$ cat src/verilog/acp_pkg.sv
package acp_pkg;

    // register map, byte offsets on the plain register port
    localparam int unsigned ADDR_W            = 4;
    localparam logic [3:0]  OFF_CONFIG        = 4'h0;
    localparam logic [3:0]  OFF_PIN_LOW       = 4'h4;
    localparam logic [3:0]  OFF_PIN_MID       = 4'h8;
    localparam logic [3:0]  OFF_STATUS        = 4'hC;

    // configuration field positions
    localparam int unsigned LOW_POWER_BIT     = 7;
    localparam int unsigned DIV_HI            = 6;
    localparam int unsigned DIV_LO            = 5;
    localparam int unsigned LONG_SAMPLE_BIT   = 4;
    localparam int unsigned MODE_HI           = 3;
    localparam int unsigned MODE_LO           = 2;
    localparam int unsigned SRC_HI            = 1;
    localparam int unsigned SRC_LO            = 0;

    // reset values
    localparam logic [7:0]  CONFIG_RST        = 8'h00;
    localparam logic [7:0]  PIN_RST           = 8'h00;

    // resolution encodings
    localparam logic [1:0]  MODE_8BIT         = 2'h0;
    localparam logic [1:0]  MODE_10BIT        = 2'h2;

    // divider counter width: holds the largest count, 7, for divide by 8
    localparam int unsigned DIV_CNT_W         = 3;

    // channels per pin-control register
    localparam int unsigned PINS_PER_REG      = 8;
    localparam int unsigned NUM_PINS          = 16;

    // status bits
    localparam int unsigned STAT_MODE_OK_BIT  = 0;
    localparam int unsigned STAT_INVAL_BIT    = 1;
    localparam int unsigned STAT_CLK_BIT      = 2;

    typedef enum logic [1:0] {
        SRC_BUS,
        SRC_BUS_HALF,
        SRC_ALT,
        SRC_ASYNC
    } acp_src_e;

    typedef enum logic [1:0] {
        DIV_BY1,
        DIV_BY2,
        DIV_BY4,
        DIV_BY8
    } acp_div_e;

    typedef struct packed {
        logic       low_power_select;
        acp_div_e   clock_divide_select;
        logic       long_sample_select;
        logic [1:0] conversion_mode;
        acp_src_e   clock_source_select;
    } acp_cfg_s;

    typedef struct packed {
        logic [ADDR_W-1:0] addr;
        logic [7:0]        wdata;
        logic              wr;
        logic              rd;
    } acp_bus_s;

endpackage

$ cat src/verilog/acp_clk_div.sv
`timescale 1ns/1ns
// converter clock: source mux, one divider, clean switch on reprogramming
module acp_clk_div (
    input  wire logic             clk,
    input  wire logic             rst,
    input  wire acp_pkg::acp_src_e src_sel,
    input  wire acp_pkg::acp_div_e div_sel,
    input  wire logic             alt_en,
    input  wire logic             async_en,
    input  wire logic             restart,
    output logic                  conv_tick,
    output logic                  conv_clk_q
);

    logic                          half_q;
    logic                          src_tick;
    logic [acp_pkg::DIV_CNT_W-1:0] cnt_q;
    logic [acp_pkg::DIV_CNT_W-1:0] cnt_d;
    logic [acp_pkg::DIV_CNT_W-1:0] cnt_max;
    logic                          wrap;

    ////////////////////////////////////////////////////////////////////////
    // source multiplexer
    assign src_tick = (src_sel == acp_pkg::SRC_BUS)      ? 1'b1     :
                      (src_sel == acp_pkg::SRC_BUS_HALF) ? half_q   :
                      (src_sel == acp_pkg::SRC_ALT)      ? alt_en   :
                                                           async_en;

    // divide ratio minus one
    assign cnt_max = (div_sel == acp_pkg::DIV_BY1) ? 3'h0 :
                     (div_sel == acp_pkg::DIV_BY2) ? 3'h1 :
                     (div_sel == acp_pkg::DIV_BY4) ? 3'h3 :
                                                     3'h7;
    assign wrap  = src_tick && (cnt_q >= cnt_max);
    assign cnt_d = wrap ? 3'h0 : cnt_q + 3'h1;

    ////////////////////////////////////////////////////////////////////////
    always_ff @(posedge clk) begin
        if (rst || restart) begin
            half_q <= 1'b0;
        end else begin
            half_q <= ~half_q;
        end
    end

    // restart drops count and output low so no runt pulse follows a change
    always_ff @(posedge clk) begin
        if (rst || restart) begin
            cnt_q      <= 3'h0;
            conv_tick  <= 1'b0;
            conv_clk_q <= 1'b0;
        end else begin
            conv_tick <= wrap;
            if (src_tick) begin
                cnt_q <= cnt_d;
            end
            if (wrap) begin
                conv_clk_q <= ~conv_clk_q;
            end
        end
    end

endmodule

$ cat src/verilog/acp_top.sv
`timescale 1ns/1ns
// Summary of operation
// - configuration bit 7 picks high speed (0) or low power (1) mode.
// - bits 6:5 divide the chosen clock by 1, 2, 4 or 8.
// - bit 4 picks short (0) or long (1) sample time.
// - bits 3:2 pick 8-bit (00) or 10-bit (10) conversion; 01, 11 reserved.
// - bits 1:0 pick bus, bus/2, alternate or converter async clock.
// - low pin register bit n disables port control of channel n, 0..7.
// - mid pin register bit n disables port control of channel n+8.
// - a pin bit of 0 keeps port control, 1 hands the pin to the converter.
// - low power mode cuts power and lowers the allowed converter clock.
// - a disabled pin floats its output, kills input and pullup, reads 0.
// - the clock source resets to the bus clock encoding.
// - a change of resolution marks any held result invalid.
module acp_top (
    input  wire logic        CORE_CLK,
    input  wire logic        SRST,
    input  wire logic [3:0]  ADDR,
    input  wire logic [7:0]  WDATA,
    input  wire logic        WR,
    input  wire logic        RD,
    output logic      [7:0]  RDATA,
    input  wire logic        ALT_CLK_PIN,
    input  wire logic        ASYNC_CLK_PIN,
    input  wire logic        RESULT_LOADED,
    input  wire logic [15:0] PORT_OUT_EN,
    input  wire logic [15:0] PORT_PULLUP_EN,
    input  wire logic [15:0] PORT_PIN_IN,
    output logic             CONVERTER_CLOCK,
    output logic             CONVERTER_TICK,
    output logic             LOW_POWER,
    output logic             LONG_SAMPLE,
    output logic             MODE_10BIT,
    output logic             RESULT_INVALID,
    output logic [15:0]      PIN_DISABLE,
    output logic [15:0]      PIN_OUT_EN,
    output logic [15:0]      PIN_PULLUP_EN,
    output logic [15:0]      PIN_READ
);

    ////////////////////////////////////////////////////////////////////////
    // bus capture and decode
    acp_pkg::acp_bus_s bus;
    logic              hit_cfg;
    logic              hit_low;
    logic              hit_mid;
    logic              hit_stat;
    logic              wr_cfg;
    logic              wr_low;
    logic              wr_mid;

    assign bus.addr  = ADDR;
    assign bus.wdata = WDATA;
    assign bus.wr    = WR;
    assign bus.rd    = RD;

    assign hit_cfg  = (bus.addr == acp_pkg::OFF_CONFIG);
    assign hit_low  = (bus.addr == acp_pkg::OFF_PIN_LOW);
    assign hit_mid  = (bus.addr == acp_pkg::OFF_PIN_MID);
    assign hit_stat = (bus.addr == acp_pkg::OFF_STATUS);
    assign wr_cfg   = bus.wr && hit_cfg;
    assign wr_low   = bus.wr && hit_low;
    assign wr_mid   = bus.wr && hit_mid;

    ////////////////////////////////////////////////////////////////////////
    // registers
    logic [7:0]        cfg_q;
    logic [7:0]        pin_low_q;
    logic [7:0]        pin_mid_q;
    acp_pkg::acp_cfg_s cfg;
    logic              mode_change;
    logic              invalid_q;
    logic              invalid_d;
    logic              restart;

    assign cfg = acp_pkg::acp_cfg_s'(cfg_q);

    always_ff @(posedge CORE_CLK) begin
        if (SRST) begin
            cfg_q     <= acp_pkg::CONFIG_RST;
            pin_low_q <= acp_pkg::PIN_RST;
            pin_mid_q <= acp_pkg::PIN_RST;
        end else begin
            if (wr_cfg) begin
                cfg_q <= bus.wdata;
            end
            if (wr_low) begin
                pin_low_q <= bus.wdata;
            end
            if (wr_mid) begin
                pin_mid_q <= bus.wdata;
            end
        end
    end

    ////////////////////////////////////////////////////////////////////////
    // result invalidation on resolution change
    assign mode_change = wr_cfg
        && (bus.wdata[acp_pkg::MODE_HI:acp_pkg::MODE_LO]
            != cfg_q[acp_pkg::MODE_HI:acp_pkg::MODE_LO]);
    // change wins over a new result in the same cycle
    assign invalid_d = mode_change ? 1'b1 :
                       RESULT_LOADED ? 1'b0 : invalid_q;

    always_ff @(posedge CORE_CLK) begin
        if (SRST) begin
            invalid_q <= 1'b0;
        end else begin
            invalid_q <= invalid_d;
        end
    end

    // divider restarts when a config write changes the source or divide field
    assign restart = wr_cfg
        && (bus.wdata[acp_pkg::DIV_HI:acp_pkg::SRC_LO]
            != cfg_q[acp_pkg::DIV_HI:acp_pkg::SRC_LO]
            || bus.wdata[acp_pkg::MODE_HI:acp_pkg::MODE_LO]
            != cfg_q[acp_pkg::MODE_HI:acp_pkg::MODE_LO])
        && (bus.wdata[acp_pkg::DIV_HI:acp_pkg::DIV_LO]
            != cfg_q[acp_pkg::DIV_HI:acp_pkg::DIV_LO]
            || bus.wdata[acp_pkg::SRC_HI:acp_pkg::SRC_LO]
            != cfg_q[acp_pkg::SRC_HI:acp_pkg::SRC_LO]);

    ////////////////////////////////////////////////////////////////////////
    // external clock pins: two-stage sync, then rising-edge enable
    logic [1:0] alt_sync_q;
    logic [1:0] async_sync_q;
    logic       alt_last_q;
    logic       async_last_q;
    logic       alt_en;
    logic       async_en;

    always_ff @(posedge CORE_CLK) begin
        if (SRST) begin
            alt_sync_q   <= 2'h0;
            async_sync_q <= 2'h0;
            alt_last_q   <= 1'b0;
            async_last_q <= 1'b0;
        end else begin
            alt_sync_q   <= {alt_sync_q[0], ALT_CLK_PIN};
            async_sync_q <= {async_sync_q[0], ASYNC_CLK_PIN};
            alt_last_q   <= alt_sync_q[1];
            async_last_q <= async_sync_q[1];
        end
    end

    assign alt_en   = alt_sync_q[1] && !alt_last_q;
    assign async_en = async_sync_q[1] && !async_last_q;

    ////////////////////////////////////////////////////////////////////////
    // converter clock generation
    logic conv_clk;
    logic conv_tick;

    acp_clk_div u_div (
        .clk        (CORE_CLK),
        .rst        (SRST),
        .src_sel    (cfg.clock_source_select),
        .div_sel    (cfg.clock_divide_select),
        .alt_en     (alt_en),
        .async_en   (async_en),
        .restart    (restart),
        .conv_tick  (conv_tick),
        .conv_clk_q (conv_clk)
    );

    ////////////////////////////////////////////////////////////////////////
    // pin control, one slice per channel
    logic [15:0] disable_w;
    logic [15:0] out_en_d;
    logic [15:0] pullup_d;
    logic [15:0] read_d;

    assign disable_w = {pin_mid_q, pin_low_q};

    for (genvar i = 0; i < acp_pkg::NUM_PINS; i++) begin : g_pin
        assign out_en_d[i] = disable_w[i] ? 1'b0 : PORT_OUT_EN[i];
        assign pullup_d[i] = disable_w[i] ? 1'b0 : PORT_PULLUP_EN[i];
        assign read_d[i]   = disable_w[i] ? 1'b0 : PORT_PIN_IN[i];
    end

    ////////////////////////////////////////////////////////////////////////
    // read path
    logic [7:0] status_w;
    logic [7:0] rdata_d;
    logic       mode_ok;

    // reserved resolution encodings are flagged, not honoured
    assign mode_ok = (cfg.conversion_mode == acp_pkg::MODE_8BIT)
                  || (cfg.conversion_mode == acp_pkg::MODE_10BIT);

    assign status_w = {5'h00, conv_clk, invalid_q, mode_ok};

    assign rdata_d = !bus.rd  ? 8'h00     :
                     hit_cfg  ? cfg_q     :
                     hit_low  ? pin_low_q :
                     hit_mid  ? pin_mid_q :
                     hit_stat ? status_w  : 8'h00;

    ////////////////////////////////////////////////////////////////////////
    // output registers
    always_ff @(posedge CORE_CLK) begin
        if (SRST) begin
            RDATA           <= 8'h00;
            CONVERTER_CLOCK <= 1'b0;
            CONVERTER_TICK  <= 1'b0;
            LOW_POWER       <= 1'b0;
            LONG_SAMPLE     <= 1'b0;
            MODE_10BIT      <= 1'b0;
            RESULT_INVALID  <= 1'b0;
            PIN_DISABLE     <= 16'h0000;
            PIN_OUT_EN      <= 16'h0000;
            PIN_PULLUP_EN   <= 16'h0000;
            PIN_READ        <= 16'h0000;
        end else begin
            RDATA           <= rdata_d;
            CONVERTER_CLOCK <= conv_clk;
            CONVERTER_TICK  <= conv_tick;
            LOW_POWER       <= cfg.low_power_select;
            LONG_SAMPLE     <= cfg.long_sample_select;
            MODE_10BIT      <= (cfg.conversion_mode
                                == acp_pkg::MODE_10BIT);
            RESULT_INVALID  <= invalid_q;
            PIN_DISABLE     <= disable_w;
            PIN_OUT_EN      <= out_en_d;
            PIN_PULLUP_EN   <= pullup_d;
            PIN_READ        <= read_d;
        end
    end

endmodule

$ cat config.mk
export PLATFORM = sky130hd
export DESIGN_NAME = acp_top
export DESIGN_NICKNAME = d
export VERILOG_FILES = /design/src/verilog/acp_pkg.sv /design/src/verilog/acp_clk_div.sv /design/src/verilog/acp_top.sv
export SDC_FILE = /design/constraint.sdc
export NUM_CORES = 1
export LEC_CHECK = 0
export ABC_AREA = 1
export ABC_CLOCK_PERIOD_IN_PS = 1500
export BUFFER_PORTS_ARGS = -buffer_cell sky130_fd_sc_hd__buf_2
export CORE_ASPECT_RATIO = 0.5
export CORE_MARGIN = 8
export CORE_UTILIZATION = 49
export DETAILED_ROUTE_END_ITERATION = 8
export PLACE_DENSITY = 0.89
export RECOVER_POWER = 50
export SLEW_MARGIN = 20
export SYNTH_ARGS = -nofsm -noshare
export SYNTH_HDL_FRONTEND = slang
export SYNTH_HIERARCHICAL = 1
export SYNTH_SLANG_ARGS = --single-unit
$ cat constraint.sdc
create_clock -name CORE_CLK -period 1.5 [get_ports CORE_CLK]
set_input_delay 0 -clock CORE_CLK [delete_from_list [all_inputs] [get_ports CORE_CLK]]
set_output_delay 0 -clock CORE_CLK [all_outputs]
set_load 0.1 [all_outputs]
==> metrics.log <==
[metrics] number of sinks handled by clock tree synthesis: roughly 120
[metrics] start-to-end type of the worst setup path: primary input to flop
[metrics] cell at the root of the clock tree: sky130_fd_sc_hd__clkbuf_16
[metrics] status: finished clean
[metrics] area share of the largest cell type after synthesis: 0.558
[metrics] utilization after layout: 0.752
[metrics] Post-Synth Adder-Cell Area: 0.0121
[metrics] YS warnings: 6
[metrics] Final Hold Vio Count: 0
[metrics] via-per-instance ratio: between 5 and 6
[metrics] Pins Over Slew Limit: 0
[metrics] global-route wire length before repair: roughly 23,000 um
[metrics] Initial Util: 0.511
[metrics] Chip Width: around 150 um
[metrics] dominant combinational cell family by area after synthesis: simple AND/OR/NAND/NOR gates
[metrics] clock tree from TritonCTS: yes
[metrics] post-layout net count: approximately 810
[metrics] RSZ-0062 raised after global routing: no
[metrics] IO Pins: roughly 150
[metrics] fraction of the yosys area taken by sequential cells: 0.558
[metrics] setup violators final: 0
[metrics] data required time of the critical path: ~1.8 ns
[metrics] number of buffers and inverters on the critical path: 2
[metrics] area growth from synthesis to layout: 47.3%
[metrics] clk slew on worst S/H paths: around 0.05 ns
[metrics] Detailed Place HPWL: between 7000 and 8000 um
[metrics] Worst path max stage delay: about 0.63 ns
[metrics] Period Utilization, post-route: 0.949
[metrics] placed cell count: ~800
[metrics] Synth Area in Simple Gates: 0.288
[metrics] Placement Rows: 23
[metrics] clk_skew: approximately 0.011 ns
[metrics] origin of the critical flop-to-flop path: cfg[5]$_SDFFE_PP0P_
[metrics] Chip Height: 80.9 um
[metrics] cell accounting for the most synthesized area: sky130_fd_sc_hd__dfxtp_1
[metrics] worst min-delay path category: primary input to flop
[metrics] total routing usage reported by global routing: 0.249
[metrics] post-synthesis compound-gate area fraction: 0.0191
[metrics] DR WL/cell: 16.9 um
[metrics] synth top area cells: sky130_fd_sc_hd__dfxtp_1, sky130_fd_sc_hd__nor2_1, sky130_fd_sc_hd__inv_1
[metrics] overall routed net length: between 10,000 and 15,000 um
[metrics] number of buffers on the longest clock path: 2
[metrics] final-layout setup total negative slack: 0 ns
[metrics] total leakage power: ~3.3 nW
[metrics] largest net degree at the start of global routing: 38
[metrics] syn_area_per_cell: just under 8 um2
[metrics] Routed Antenna Nets: 0
[metrics] count of max-cap constraint violations: 0
[metrics] number of global-route vias before repair: 4,529
[metrics] Floorplan Core Area: between 0.008 and 0.009 mm2
[metrics] count of placed standard cells in the final layout, fillers left out: 867
[metrics] Crit-path slowest cell: sky130_fd_sc_hd__nand3_1
[metrics] most frequent CP cell: sky130_fd_sc_hd__nor2_1
[metrics] Max Clock Freq: 0.702 GHz
[metrics] power density normalized to cell area: roughly 1400 mW/mm2
[metrics] slew at the pin closest to its max-slew limit: 0.685 ns
[metrics] via count: 4,385
[metrics] area share of xor/xnor cells in the synthesized design: 0.0127
[metrics] Inserted Clock Buffers: 17
[metrics] placed standard-cell area: just under 0.005 mm2
[metrics] cell area after synthesis: around 0.0041 mm2
[metrics] starting DRC count in detailed routing: 422
[metrics] # H-tree levels: 4
[metrics] Die Outline Area: about 0.012 mm2
[metrics] synthesized netlist net count: 597
[metrics] grt ovf: 0
[metrics] crit-path leading delay family: simple AND/OR/NAND/NOR gates
[metrics] critical-path maximum fanout: 16
[metrics] Pre-Repair DR Iteration Count: 5
[metrics] Critical Path Source: ADDR[2]
[metrics] synthesized instance count: 526
[metrics] portion of netlist area occupied by mux cells: 0
[metrics] Hold Startpoint: RD
[metrics] Arr. time, crit path: approximately 1.7 ns
[metrics] area of the multi-input gates: roughly 0.0013 mm2
[metrics] flops & latches, synth: 115
[metrics] summed area of non-filler cells in the final layout: 0.00608 mm2
[metrics] kind of start point of the critical path: primary input
[metrics] capturing element type of the critical path: flop
[metrics] critical path, cell by cell: buf_2 > inv_1 > nor2_2 > nand3_1 > nor2_1 > nor2_1
[metrics] footprint of the flip-flops and latches: around 0.0023 mm2
[metrics] layout cell share with drive strength beyond 1: 0.261
[metrics] relative slew slack: 0.542
[metrics] antenna violations before repair: 1
[metrics] filler instances: 482
[metrics] detailed-route DRC error count: 0
[metrics] count of buffers inserted at the top-level ports: 144
[metrics] routability-driven placement congestion ratio: 0.902
[metrics] peak ir drop on the vdd network: 0.888 mV
[metrics] worst skew pair latency: 0.41 ns
[metrics] post-synthesis cell type count: 25
[metrics] register-to-register setup slack: around 0.1 ns
[metrics] final critical delay including setup and external delays: 1.42 ns
-- Yosys cell counts, drive strengths merged --
library cell	n
a21oi	9
buf	12
clkinv	1
dfxtp	115
ha	4
inv	100
nand2	101
nand3	39
nand3b	1
nand4	2
nor2	129
o21ai	6
or2	1
xnor2	6
-- kinds of logic after synthesis --
group / Yosys count
and+or+nand+nor: 273
DFF: 115
buffers and inverters: 113
AOI/OAI and AO/OA: 15
xor gates and xnor gates: 6
adders and majority gates: 4
-- final timing paths --
kind / end / cells past startpoint
max: pin_low_q[7]$_SDFFE_PP0P_ / 6
min: RDATA[5]$_SDFF_PP0_ / 5
max reg2reg: u_div/cnt_q[2]$_SDFFE_PP0P_ / 7
min reg2reg: CONVERTER_TICK$_SDFF_PP0_ / 2
-- metrics by stage --
step | setup slack (ns) | power (W) | hold slack, ns
after floorplan | 0.210 | 0.00411 | 0.107
after global placement | 0.153 | 0.00435 | 0.202
after detailed placement | 0.0559 | 0.00437 | 0.211
after CTS | 0.0477 | 0.00823 | 0.0322
after global routing | 0.0234 | 0.00851 | 0.111
final | 0.0758 | 0.00829 | 0.0618
-- final cells by class --
type / instances / area share
Antenna cell: 1 / 0.000412
Clock buffer: 25 / 0.0831
Clock inverter: 5 / 0.00823
Inverter: 101 / 0.0623
Multi-Input combinational cell: 298 / 0.220
Sequential cell: 115 / 0.379
Tap cell: 112 / 0.0230
Timing Repair Buffer: 210 / 0.224
-- routing by layer --
metal	global-route usage	part of all wire	vias to the layer above
met5	0	0	-
met4	0.163	0.052	0
met3	0.101	0.11	97
met2	0.448	0.49	330
met1	0.244	0.35	1969
li1	-	-	1989
-- tightest hold or removal path, cell delays in order --
cell	delay [ns]
sky130_fd_sc_hd__buf_2	0.10
sky130_fd_sc_hd__nand2_1	0.06
sky130_fd_sc_hd__inv_1	0.13
sky130_fd_sc_hd__nand2_1	0.10
sky130_fd_sc_hd__inv_1	0.03
-- power breakdown --
group / switching (W) / internal (W) / leakage [nW]
Clock: 0.00135 / 0.00246 / 0.279
Combinational: 0.000956 / 0.000302 / 2.10
Sequential: 0.0000436 / 0.00317 / 0.944
-- state kept, by name, indices dropped and copies added, names as in the netlist, 2 cells and up --
| signal | cells |
|---|---|
| u_div/cnt_q | 3 |
| cfg | 8 |
| PIN_READ | 16 |
| async_sync_q | 2 |
| pin_low_q | 8 |
| PIN_DISABLE | 16 |
| alt_sync_q | 2 |
| pin_mid_q | 8 |
| PIN_PULLUP_EN | 16 |
| RDATA | 8 |
| PIN_OUT_EN | 16 |
-- repair_timing --
| item | CTS | global route |
|---|---|---|
| setup endpoints to repair | 0 | 3 |
| hold buffers | 59 | 0 |
| hold endpoints to repair | 75 | 0 |
| resized for setup | 0 | 2 |
| buffers inserted | 0 | 0 |
-- cell usage in the layout (no fill, tap or decap), drive strengths merged --
cell type | Yosys | routed
buf | 12 | 151
nor2 | 129 | 129
dfxtp | 115 | 115
nand2 | 101 | 101
inv | 100 | 100
dlygate4sd3 | 0 | 59
nand3 | 39 | 39
clkbuf | 0 | 25
a21oi | 9 | 9
xnor2 | 6 | 6
o21ai | 6 | 6
clkinv | 1 | 5
ha | 4 | 4
nand4 | 2 | 2
diode | 0 | 1
bufinv | 0 | 1
or2 | 1 | 1
nand3b | 1 | 1
Note: power is estimated with default switching activity, not from simulation.
